[config.mk]
export PLATFORM = sky130hd
export DESIGN_NAME = flash_option_bit_loader
export DESIGN_NICKNAME = d
export VERILOG_FILES = /design/src/flash_option_pkg.sv /design/src/flash_option_bit_loader.sv /design/src/option_latch.sv /design/src/trim_store.sv
export SDC_FILE = /design/constraint.sdc
export NUM_CORES = 1
export LEC_CHECK = 0
export BUFFER_PORTS_ARGS = -buffer_cell sky130_fd_sc_hd__buf_2
export CAP_MARGIN = 40
export CORE_AREA = 3 3 173 259
export CTS_CLUSTER_DIAMETER = 150
export DETAILED_ROUTE_END_ITERATION = 6
export DIE_AREA = 0 0 176 262
export SYNTH_ARGS = -nofsm -noshare
export SYNTH_HDL_FRONTEND = slang
export SYNTH_SLANG_ARGS = --single-unit
export TNS_END_PERCENT = 100
[constraint.sdc]
create_clock -name clk -period 4.6 [get_ports clk]
set_input_delay 0.23 -clock clk [delete_from_list [all_inputs] [get_ports clk]]
set_output_delay 0.23 -clock clk [all_outputs]
set_load 0.1 [all_outputs]
[src/flash_option_pkg.sv]
package flash_option_pkg;

    // Flash geometry and trim area
    localparam int PROG_AW     = 12;
    localparam int INFO_AW     = 7;
    localparam int TRIM_COUNT  = 32;
    localparam int TRIM_IW     = 5;

    // Flash locations read by the loader
    localparam logic [11:0] USER_BYTE0_ADDR = 12'h000;
    localparam logic [11:0] USER_BYTE1_ADDR = 12'h001;
    localparam logic [6:0]  TRIM_INFO_BASE  = 7'h20;

    // Memory window onto the information page
    localparam logic [8:0]  INFO_WIN_TAG    = 9'h1FC;
    localparam logic [15:0] SERIAL_FIRST    = 16'hFE1C;
    localparam logic [15:0] SERIAL_LAST     = 16'hFE1F;

    // Software register offsets
    localparam logic [3:0]  TRIM_ADDR_OFS   = 4'h0;
    localparam logic [3:0]  TRIM_DATA_OFS   = 4'h1;

    // User option byte 0 field positions
    localparam int WDT_IRQ_BIT   = 7;
    localparam int WDT_ON_BIT    = 6;
    localparam int VBO_STOP_BIT  = 5;
    localparam int RD_PROT_BIT   = 4;
    localparam int WR_PROT_BIT   = 3;

    // Reset values
    localparam logic [4:0]  TRIM_IDX_RESET  = 5'h00;
    localparam logic [7:0]  TRIM_BYTE_RESET = 8'h00;
    localparam logic [7:0]  BYTE_RESET      = 8'h00;

    typedef struct packed {
        logic       wdt_irq_mode;
        logic       wdt_always_on;
        logic       vbo_stop_enable;
        logic       read_protect;
        logic       write_protect_all;
        logic [7:0] block_protect;
    } option_cfg_type;

    localparam option_cfg_type OPTION_CFG_RESET = '{
        wdt_irq_mode:      1'b0,
        wdt_always_on:     1'b0,
        vbo_stop_enable:   1'b0,
        read_protect:      1'b0,
        write_protect_all: 1'b0,
        block_protect:     8'h00
    };

endpackage

[src/flash_option_bit_loader.sv]
// Contract
// - Option bit changes in flash take effect only after the next reset.
// - Every reset kind fetches option bits from flash into option registers.
// - Options are loaded before the processor is released from reset.
// - Option registers have no software read or write path.
// - User option bits come from program memory bytes 0 and 1.
// - Trim bits live in the information page, untouched by erase.
// - Working trim values return to factory values on any reset.
// - Software loads trim index, then next data write updates that byte.
// - Data register read returns working value of selected trim byte.
// - Trim index reaches only information addresses 20 to 3F.
// - Calibration bytes readable by program memory loads into info area.
// - Serial number in information page survives mass erase.
// - Serial bytes at FE1C..FE1F, most significant at lowest address.
// - Lot identifier is 32 info page bytes, unchanged by reset.
// - Option bits select watchdog interrupt or reset and always-on.
// - Option bit selects brownout detection on or off in stop mode.
// - Option bits give read protection and program or erase protection.
`timescale 1ns/100ps
`default_nettype none
module flash_option_bit_loader #(
    parameter int PROG_AW = flash_option_pkg::PROG_AW,
    parameter int COUNT   = flash_option_pkg::TRIM_COUNT,
    parameter int IW      = flash_option_pkg::TRIM_IW
) (
    input  wire logic                             clk,
    input  wire logic                             arst_n,
    input  wire logic                             sys_reset_req,
    input  wire logic                             stop_recovery,
    output logic                                  cpu_hold_r,
    output flash_option_pkg::option_cfg_type      option_cfg,
    output logic      [COUNT-1:0][7:0]            trim_values,
    output logic                                  flash_rd_r,
    output logic                                  flash_info_r,
    output logic      [PROG_AW-1:0]               flash_addr_r,
    input  wire logic [7:0]                       flash_rdata,
    input  wire logic                             flash_ack,
    input  wire logic                             reg_wr,
    input  wire logic                             reg_rd,
    input  wire logic [3:0]                       reg_addr,
    input  wire logic [7:0]                       reg_wdata,
    output logic      [7:0]                       reg_rdata_r,
    output logic                                  reg_rvalid_r,
    input  wire logic                             ldc_req,
    input  wire logic [15:0]                      ldc_addr,
    output logic      [7:0]                       ldc_rdata_r,
    output logic                                  ldc_ack_r
);

    typedef enum logic [1:0] {
        LOAD_USER0,
        LOAD_USER1,
        LOAD_TRIM,
        RUN
    } load_state_type;

    load_state_type  state_r;
    logic            wait_r;
    logic            ldc_own_r;
    logic            restart_pend_r;
    logic [IW-1:0]   trim_cnt_r;
    logic [IW-1:0]   trim_idx_r;
    logic [7:0]      trim_rd_data;
    logic            loading;
    logic            issue_load;
    logic            issue_ldc;
    logic            take_restart;
    logic            load_ack;
    logic            last_trim;
    logic            sw_trim_wr;
    logic            store_wr;
    logic [IW-1:0]   store_idx;
    logic [7:0]      store_data;
    logic            opt_load0;
    logic            opt_load1;

    // Information page window of the memory map
    function automatic logic is_info_addr(input logic [15:0] addr);
        is_info_addr = (addr[15:7] == flash_option_pkg::INFO_WIN_TAG);
    endfunction

    function automatic logic reg_hit(input logic [3:0] addr, input logic [3:0] ofs);
        reg_hit = (addr == ofs);
    endfunction

    assign loading      = (state_r != RUN);
    assign issue_load   = loading && !wait_r;
    assign take_restart = (state_r == RUN) && restart_pend_r && !wait_r;
    assign issue_ldc    = (state_r == RUN) && ldc_req && !wait_r && !restart_pend_r;
    assign load_ack     = loading && wait_r && flash_ack && !ldc_own_r;
    assign last_trim    = (trim_cnt_r == IW'(COUNT - 1));
    assign sw_trim_wr   = (state_r == RUN) && reg_wr
                          && reg_hit(reg_addr, flash_option_pkg::TRIM_DATA_OFS);
    assign opt_load0    = load_ack && (state_r == LOAD_USER0);
    assign opt_load1    = load_ack && (state_r == LOAD_USER1);

    // Loader has the trim store during load, software afterwards
    always_comb begin
        store_wr   = sw_trim_wr;
        store_idx  = trim_idx_r;
        store_data = reg_wdata;
        if (load_ack && (state_r == LOAD_TRIM)) begin
            store_wr   = 1'b1;
            store_idx  = trim_cnt_r;
            store_data = flash_rdata;
        end
    end

    // Reset events latch until the load sequence is back in RUN and the flash port is free; set wins over take
    always_ff @(posedge clk or negedge arst_n) begin
        if (!arst_n) begin
            restart_pend_r <= 1'b0;
        end else if (sys_reset_req || stop_recovery) begin
            restart_pend_r <= 1'b1;
        end else if (take_restart) begin
            restart_pend_r <= 1'b0;
        end
    end

    // Load sequence: user byte 0, user byte 1, then the 32 trim bytes
    always_ff @(posedge clk or negedge arst_n) begin
        if (!arst_n) begin
            state_r    <= LOAD_USER0;
            trim_cnt_r <= '0;
        end else begin
            case (state_r)
                LOAD_USER0: begin
                    if (load_ack) begin
                        state_r <= LOAD_USER1;
                    end
                end
                LOAD_USER1: begin
                    if (load_ack) begin
                        state_r    <= LOAD_TRIM;
                        trim_cnt_r <= '0;
                    end
                end
                LOAD_TRIM: begin
                    if (load_ack) begin
                        if (last_trim) begin
                            state_r <= RUN;
                        end else begin
                            trim_cnt_r <= trim_cnt_r + 1'b1;
                        end
                    end
                end
                RUN: begin
                    if (take_restart) begin
                        state_r <= LOAD_USER0;
                    end
                end
                default: begin
                    state_r <= LOAD_USER0;
                end
            endcase
        end
    end

    // Processor stays held until the last trim byte is in
    always_ff @(posedge clk or negedge arst_n) begin
        if (!arst_n) begin
            cpu_hold_r <= 1'b1;
        end else if (take_restart) begin
            cpu_hold_r <= 1'b1;
        end else if (load_ack && (state_r == LOAD_TRIM) && last_trim) begin
            cpu_hold_r <= 1'b0;
        end
    end

    // Flash read port; it has no write path, so info page bytes never change
    always_ff @(posedge clk or negedge arst_n) begin
        if (!arst_n) begin
            flash_rd_r   <= 1'b0;
            flash_info_r <= 1'b0;
            flash_addr_r <= '0;
            wait_r       <= 1'b0;
            ldc_own_r    <= 1'b0;
        end else begin
            flash_rd_r <= 1'b0;
            if (issue_load) begin
                flash_rd_r <= 1'b1;
                wait_r     <= 1'b1;
                ldc_own_r  <= 1'b0;
                case (state_r)
                    LOAD_USER0: begin
                        flash_info_r <= 1'b0;
                        flash_addr_r <= PROG_AW'(flash_option_pkg::USER_BYTE0_ADDR);
                    end
                    LOAD_USER1: begin
                        flash_info_r <= 1'b0;
                        flash_addr_r <= PROG_AW'(flash_option_pkg::USER_BYTE1_ADDR);
                    end
                    default: begin
                        flash_info_r <= 1'b1;
                        flash_addr_r <= PROG_AW'(flash_option_pkg::TRIM_INFO_BASE
                                                 | 7'(trim_cnt_r));
                    end
                endcase
            end else if (issue_ldc) begin
                flash_rd_r <= 1'b1;
                wait_r     <= 1'b1;
                ldc_own_r  <= 1'b1;
                if (is_info_addr(ldc_addr)) begin
                    flash_info_r <= 1'b1;
                    flash_addr_r <= PROG_AW'(ldc_addr[6:0]);
                end else begin
                    flash_info_r <= 1'b0;
                    flash_addr_r <= ldc_addr[PROG_AW-1:0];
                end
            end else if (wait_r && flash_ack) begin
                wait_r    <= 1'b0;
                ldc_own_r <= 1'b0;
            end
        end
    end

    // Program memory load answers; serial and lot bytes come back as stored
    always_ff @(posedge clk or negedge arst_n) begin
        if (!arst_n) begin
            ldc_ack_r   <= 1'b0;
            ldc_rdata_r <= flash_option_pkg::BYTE_RESET;
        end else begin
            ldc_ack_r <= 1'b0;
            if (wait_r && flash_ack && ldc_own_r) begin
                ldc_ack_r   <= 1'b1;
                ldc_rdata_r <= flash_rdata;
            end
        end
    end

    // Trim index register, five bits wide so it can only select 0..31
    always_ff @(posedge clk or negedge arst_n) begin
        if (!arst_n) begin
            trim_idx_r <= flash_option_pkg::TRIM_IDX_RESET;
        end else if (take_restart) begin
            trim_idx_r <= flash_option_pkg::TRIM_IDX_RESET;
        end else if ((state_r == RUN) && reg_wr
                     && reg_hit(reg_addr, flash_option_pkg::TRIM_ADDR_OFS)) begin
            trim_idx_r <= reg_wdata[IW-1:0];
        end
    end

    // Register reads; option registers have no offset here at all
    always_ff @(posedge clk or negedge arst_n) begin
        if (!arst_n) begin
            reg_rvalid_r <= 1'b0;
            reg_rdata_r  <= flash_option_pkg::BYTE_RESET;
        end else begin
            reg_rvalid_r <= reg_rd && (state_r == RUN);
            if (reg_rd && (state_r == RUN)) begin
                if (reg_hit(reg_addr, flash_option_pkg::TRIM_ADDR_OFS)) begin
                    reg_rdata_r <= 8'(trim_idx_r);
                end else if (reg_hit(reg_addr, flash_option_pkg::TRIM_DATA_OFS)) begin
                    reg_rdata_r <= trim_rd_data;
                end else begin
                    reg_rdata_r <= flash_option_pkg::BYTE_RESET;
                end
            end
        end
    end

    // Options change only at the load steps of a reset sequence
    option_latch u_option_latch (
        .clk        (clk),
        .arst_n     (arst_n),
        .load_byte0 (opt_load0),
        .load_byte1 (opt_load1),
        .load_data  (flash_rdata),
        .cfg_r      (option_cfg)
    );

    trim_store #(
        .COUNT (COUNT),
        .IW    (IW)
    ) u_trim_store (
        .clk     (clk),
        .arst_n  (arst_n),
        .wr_en   (store_wr),
        .wr_idx  (store_idx),
        .wr_data (store_data),
        .rd_idx  (trim_idx_r),
        .rd_data (trim_rd_data),
        .mem_r   (trim_values)
    );
endmodule
`default_nettype wire

[src/option_latch.sv]
`timescale 1ns/100ps
`default_nettype none
module option_latch (
    input  wire logic                            clk,
    input  wire logic                            arst_n,
    input  wire logic                            load_byte0,
    input  wire logic                            load_byte1,
    input  wire logic [7:0]                      load_data,
    output var  flash_option_pkg::option_cfg_type cfg_r
);

    // Hidden holding registers: no software path reaches them
    always_ff @(posedge clk or negedge arst_n) begin
        if (!arst_n) begin
            cfg_r <= flash_option_pkg::OPTION_CFG_RESET;
        end else if (load_byte0) begin
            cfg_r.wdt_irq_mode      <= load_data[flash_option_pkg::WDT_IRQ_BIT];
            cfg_r.wdt_always_on     <= load_data[flash_option_pkg::WDT_ON_BIT];
            cfg_r.vbo_stop_enable   <= load_data[flash_option_pkg::VBO_STOP_BIT];
            cfg_r.read_protect      <= load_data[flash_option_pkg::RD_PROT_BIT];
            cfg_r.write_protect_all <= load_data[flash_option_pkg::WR_PROT_BIT];
        end else if (load_byte1) begin
            cfg_r.block_protect <= load_data;
        end
    end
endmodule
`default_nettype wire

[src/trim_store.sv]
`timescale 1ns/100ps
`default_nettype none
module trim_store #(
    parameter int COUNT = flash_option_pkg::TRIM_COUNT,
    parameter int IW    = flash_option_pkg::TRIM_IW
) (
    input  wire logic                  clk,
    input  wire logic                  arst_n,
    input  wire logic                  wr_en,
    input  wire logic [IW-1:0]         wr_idx,
    input  wire logic [7:0]            wr_data,
    input  wire logic [IW-1:0]         rd_idx,
    output logic      [7:0]            rd_data,
    output logic      [COUNT-1:0][7:0] mem_r
);

    // Working copies only; the factory bytes in flash are never written
    always_ff @(posedge clk or negedge arst_n) begin
        if (!arst_n) begin
            mem_r <= '{default: flash_option_pkg::TRIM_BYTE_RESET};
        end else if (wr_en) begin
            mem_r[wr_idx] <= wr_data;
        end
    end

    assign rd_data = mem_r[rd_idx];
endmodule
`default_nettype wire

======== Word-level counts from Yosys, hierarchy flattened ========
Index checks and enable logic that the tools add are counted.
word-level totals
  input bits .............................. 44
  output and inout port bits .............. 302
  word-level logic and storage cells ...... 147
  register bits after elaboration ......... 317
operators by class
  reduce and logical (&&, ||, !) cells .... 36
  eq/ne operators ......................... 13
  bitwise operators ....................... 1
  $add $sub $neg .......................... 1
  multiplexer cells ....................... 41
  $lt $le $gt $ge ......................... 3
operator list
  cell                   number
  $bwmux W256            1
  $bmux W8 S5            1
  $demux W8 S5           1
  $mux W8                5
  $mux W12               3
  $mux W5                6
  $logic_and A1 B1 Y1    20
  $mux W1                16
  $ne A2 B2 Y1 const B   7
  $lt A5 B6 Y1 const B   2
  $pmux W6 S2            1
  $mux W2                5
  $pmux W5 S2            1
  $reduce_bool A2 Y1     5
  $eq A9 B9 Y1 const B   1
  $pmux W2 S4            1
  $add A5 B1 Y5 const B  1
  $eq A5 B5 Y1 const B   1
  $ge A5 B1 Y1 const B   1
  $reduce_and A5 Y1      1
  $eq A2 B2 Y1 const B   2
  $eq A4 B1 Y1 const B   1
  $logic_not A4 Y1       1
  $reduce_and A4 Y1      1
  other kinds (8)        10

======== Longest topological paths before layout ========
  depth after elaboration ................. 11
  depth in mapped cells ................... 9
  mapped depth without buffers ............ 7

======== By module ========
From an unflattened synthesis, not the netlist that was laid out.
second synthesis, totals
  cell total of the unflattened synthesis .. 941
  area, all modules ....................... 14515.2 sq um
modules (own cells, without submodules)
  module                   cells each  instances  seq. area each (sq um)  area an instance (sq um)
  trim_store               699         1          6406.1                  11648.7
  flash_option_bit_loader  213         1          1202.4                  2341.0
  option_latch             29          1          325.3                   525.5

======== Worst setup path after synthesis ========
Ideal clock, no wire load.
  kind .................................... reg-to-reg
  start ................................... register state_r[1]
  end ..................................... register u_trim_store.mem_r[75] (netlist bit)
  path buffers ............................ 2
  setup time .............................. 0.126 ns
  slack ................................... 2.115 ns
  data required time ...................... 4.474 ns
  data arrival time ....................... 2.359 ns
  clock period less this slack ............ 2.485 ns
  stages on the path, launching flop included .. 9
  cell sequence ........................... dfrtp_1 ha_1 and4bb_1 buf_2 nand2_1 clkbuf_1 o32a_2 nor2_4 mux2_2
on the way
  longest elaborated chain between the ends .. 11
  elaborated cells between the ends (all ways) .. 18
  classes of those cells .................. 2 x order compare; 3 x eq/ne; 6 x mux; 7 x reduce/logical
RTL lines
  item                                                                line                            RTL
  start: declaration                                                  flash_option_bit_loader.sv:57   load_state_type state_r;
  start signal: assignment                                            flash_option_bit_loader.sv:123  state_r <= LOAD_USER0;
  start signal: assignment                                            flash_option_bit_loader.sv:129  state_r <= LOAD_USER1;
  start signal: assignment                                            flash_option_bit_loader.sv:134  state_r <= LOAD_TRIM;
  $ne A2 B2 Y1                                                        flash_option_bit_loader.sv:86   assign loading = (state_r != RUN);
  $logic_and A1 B1 Y1 (3 in series)                                   flash_option_bit_loader.sv:90   assign load_ack = loading && wait_r && flash_ack && !ldc_own_r;
  $logic_and A1 B1 Y1                                                 flash_option_bit_loader.sv:102  if (load_ack && (state_r == LOAD_TRIM)) begin
  $mux W5                                                             flash_option_bit_loader.sv:102
  $lt A5 B6 Y1 (implied by the code) or $ge A5 B1 Y1 (tied branches)  trim_store.sv:22                mem_r[wr_idx] <= wr_data;
  $logic_and A1 B1 Y1 (implied by the code)                           trim_store.sv:22
  $mux W8 (implied by the code)                                       trim_store.sv:22
  $demux W8 S5                                                        n/a
  $bwmux W256                                                         trim_store.sv:22
  end signal: indexed assignment                                      trim_store.sv:22
  end: declaration                                                    trim_store.sv:14                output logic [COUNT-1:0][7:0] mem_r
Several ways; a longest one is shown, not always the timed one.
A chain may end at the register's enable or synchronous reset.

======== Worst setup path in the final report ========
  start ................................... register state_r[0]
  end ..................................... register u_trim_store.mem_r[85] (netlist bit)
Same word-level chain as after synthesis.

==> results.sh <==
export IMPL_outcome="complete, no violations"
export IMPL_grt_start_max_net_pins=117
export IMPL_drive_gt1_share_pct=52.9
export IMPL_finalSetupTns_ps=0
export IMPL_fin_worst_skew_ps=18.7
export IMPL_worstSetupPathType="flop to flop"
export IMPL_drv_cap=0
export IMPL_rsz0062_at_grt="false"
export IMPL_start_util_pct=34.6
export IMPL_min_from="flash_rdata[5]"
export IMPL_path_buf_inv=1
export IMPL_ys_seq_area_share_pct=53.4
export IMPL_max_slew_margin_rel_pct=37.0
export IMPL_antenna_found_initial=0
export IMPL_powerDensity_mw_per_mm2=713
export IMPL_sw_frac_of_total_pct=51.8
export IMPL_clock_tree_buffer_depth=3
export IMPL_layout_commonest_cell="buf_2"
export IMPL_crit_family="simple AND/OR/NAND/NOR gates"
export IMPL_synth_nets=1115
export IMPL_cts_tree="built"
export IMPL_met1_usage_pct=27.1
export IMPL_wirelength_um=52800
export IMPL_syn_inst=1065
export IMPL_cp_slowest_stage_delay_ps=710
export IMPL_ctsHoldBuffers=26
export IMPL_synth_area_leader_cell="dfrtp_1"
export IMPL_synthDistinctLibCells=71
export IMPL_use_met3_pct=5.23
export IMPL_grt_overflow_total=0
export IMPL_drcViolationCount=0
export IMPL_vias_per_cell=5.32
export IMPL_fin_nets=1471
export IMPL_clock_sinks=317
export IMPL_totalPowerFinal_mw=13.3
export IMPL_ctsResizeCount=0
export IMPL_syn_cell_area_mm2=0.0149
export IMPL_mostFrequentLayoutCells="buf_2 (344), dfrtp_1 (313), mux2_2 (258), nand2_1 (68), mux4_2 (50)"
export IMPL_grt_pass1_wl_um=76000
export IMPL_finalSetupViolations=0
export IMPL_clkSlewWorstSetupHoldPaths_ps=60
export IMPL_p_int_mw=6.39
export IMPL_seq_power_share_pct=29.4
export IMPL_io_pins=346
export IMPL_hold_depth=2
export IMPL_fp_dieW_um=176
export IMPL_critPathLaunchType="flop"
export IMPL_ys_async_sr_fraction_pct=100
export IMPL_arrival_ps=3900
export IMPL_gp_congestion=0.859
export IMPL_track_usage_pct=22.5
export IMPL_end_kind="flop"
export IMPL_r2r_end="u_trim_store.mem_r[85]"
export IMPL_r2r_cells=6
export IMPL_first_iter_violations=559
export IMPL_grt_pass1_vias=11021
export IMPL_drt_first_pass_iters=5
export IMPL_p_sw_mw=6.88
export IMPL_core_area_mm2=0.0429
export IMPL_yosysWarnings=0
export IMPL_num_rows=93
export IMPL_ant_nets=0
export IMPL_p_leak_nw=9.63
export IMPL_clock_root_buffer="clkbuf_16"
export IMPL_clock_latency_ps=530
export IMPL_wire_per_inst_um=26.2
export IMPL_worstHoldEndpoint="u_option_latch.cfg_r[10]"
export IMPL_path_cells="inv_1 > ha_1 > and2_1 > a31oi_1 > nor2_2 > mux2_2"
export IMPL_ys_flop_type="dfrtp_1"
export IMPL_yosys_top_cells_area="dfrtp_1 (53%), mux2_2 (20%), mux4_2 (7.6%), mux2i_1 (2.9%), mux2_1 (2.3%)"
export IMPL_critPathRequiredTime_ps=5020
export IMPL_drv_slew=0
export IMPL_whs_ps=17.6
export IMPL_final_cell_area_mm2=0.0186
export IMPL_routed_via_count=10726
export IMPL_die_h_um=262
export IMPL_period_minus_slack_ps=3490
export IMPL_rr_startpoint="state_r[0]"
export IMPL_power_frac_clock_pct=21.3
export IMPL_dieArea_mm2=0.0461
export IMPL_synth_edf_count=0
export IMPL_area_growth_pct=25.1
export IMPL_max_vdd_ir_drop_mv=0.572
export IMPL_cts_buffers=35
export IMPL_place_hpwl_um=38300
export IMPL_syn_area_per_cell_um2=14.0
export IMPL_clock_fmax_ghz=0.287
export IMPL_r2r_slack_ps=1110
export IMPL_fin_crit_sh_pct=75.8
export IMPL_fin_util_pct=43.3
export IMPL_post_cts_buffers=0
export IMPL_crit_fanout=20
export IMPL_fill_cells=4006
export IMPL_synth_top_area_share_pct=53.2
export IMPL_use_met2_pct=38.9
export IMPL_htreeDepth=2
export IMPL_slowest_stage="and2_1"
export IMPL_io_buffers=345
export IMPL_worst_slew_pin_slew_ps=945
export IMPL_diodes=0
export IMPL_hold_violations=0
export IMPL_grt_busiest_layer="met2"
export IMPL_p_comb_share_pct=49.3
export IMPL_placed_area_mm2=0.0172
export IMPL_min_path_type="input pin to flop"
export IMPL_synth_ff_latch_count=317
==> worst reg2reg max path: cells and delay by family, from the launching register on <==
| family | cells | cell delay [ps] |
|---|---|---|
| buf+inv | 1 | 120 |
| simple gates | 2 | 1390 |
| compound gates | 1 | 420 |
| mux | 1 | 410 |
| fa+ha+maj | 1 | 620 |
| flops | 1 | 420 |
==> synthesized netlist by cell type (4+ instances only) <==
| cell type | n |
|---|---|
| nor2b_2 | 4 |
| a22oi_1 | 7 |
| buf_2 | 19 |
| nand3_1 | 13 |
| nand4_1 | 5 |
| a21oi_1 | 9 |
| dfrtp_1 | 316 |
| nor2_4 | 6 |
| ha_1 | 6 |
| o21ai_0 | 14 |
| mux2_1 | 30 |
| mux4_2 | 50 |
| nand2_2 | 9 |
| buf_1 | 4 |
| nor3_1 | 7 |
| nor2_2 | 4 |
| inv_1 | 13 |
| nor2_1 | 36 |
| mux2i_1 | 43 |
| o211ai_1 | 4 |
| nand2_1 | 68 |
| buf_4 | 5 |
| a221o_1 | 5 |
| o31ai_1 | 5 |
| nor2b_1 | 7 |
| a22o_1 | 13 |
| mux2_2 | 258 |
| clkbuf_1 | 42 |
==> sequential cells by signal, summed over array words and instances (netlist names) <==
register and cells:
u_trim_store.mem_r 256, u_option_latch.cfg_r 13, flash_addr_r 12, ldc_rdata_r 8, reg_rdata_r 8, trim_cnt_r 5
trim_idx_r 5, state_r 2, cpu_hold_r 1, flash_info_r 1, flash_rd_r 1, ldc_ack_r 1
ldc_own_r 1, reg_rvalid_r 1, restart_pend_r 1, wait_r 1
==> worst max-delay path by stage <==
stage                          start                     end  slack [ps]  depth (start not counted)
after floorplan           state_r[1]  u_trim_store.mem_r[75]        2120                          8
after global placement    state_r[0]  u_trim_store.mem_r[84]        1220                          7
after detailed placement  state_r[0]  u_trim_store.mem_r[85]        1170                          6
after CTS                 state_r[0]  u_trim_store.mem_r[83]        1160                          6
after global routing      state_r[0]  u_trim_store.mem_r[81]         950                          6
final                     state_r[0]  u_trim_store.mem_r[85]        1110                          6
==> logic make-up (layout without fill, tap and decap cells) <==
kind of cell | count (synthesis) | count (layout) | synth area share [%]
and+or+nand+nor | 184 | 184 | 6.52
adders and majority gates | 6 | 6 | 0.505
DFF | 317 | 317 | 53.4
buffers and inverters | 86 | 466 | 2.56
muxes | 381 | 381 | 32.3
AOI/OAI and AO/OA | 91 | 91 | 4.79
==> layer usage <==
metal  up-vias  share of wire (%)
met5         -                  0
met4         0                4.1
met3        89                7.0
met2       410                 50
met1      5594                 38
li1       4633                  -
==> cell type report <==
| class | count | area (µm²) | share of cell area, % |
|---|---|---|---|
| clock buffer | 47 | 972 | 5.23 |
| clock inverter | 14 | 168 | 0.901 |
| inverter | 14 | 52.6 | 0.282 |
| multi-input combinational | 662 | 6560 | 35.2 |
| sequential | 317 | 7940 | 42.7 |
| tap | 570 | 713 | 3.83 |
| timing repair buffer | 391 | 2200 | 11.8 |
==> power by group through the flow <==
stage / combinational [mW] / clock [mW] / sequential (mW)
after floorplan: 1.81 / 0 / 7.20
after global routing: 6.78 / 3.00 / 3.97
final: 6.54 / 2.83 / 3.90
after CTS: 6.57 / 2.89 / 3.90
after detailed placement: 6.54 / 0 / 3.95
after global placement: 6.49 / 0 / 3.93
==> through the flow <==
step | worst slack [ps] | instances
3_5_place_dp | 1170 | 1928
4_1_cts | 1160 | 2015
2_1_floorplan | 2120 | 1065
5_1_grt | 946 | 2015
6_report | 1110 | 2015
3_3_place_gp | 1220 | 1926
(Power assumes the default switching activity.)
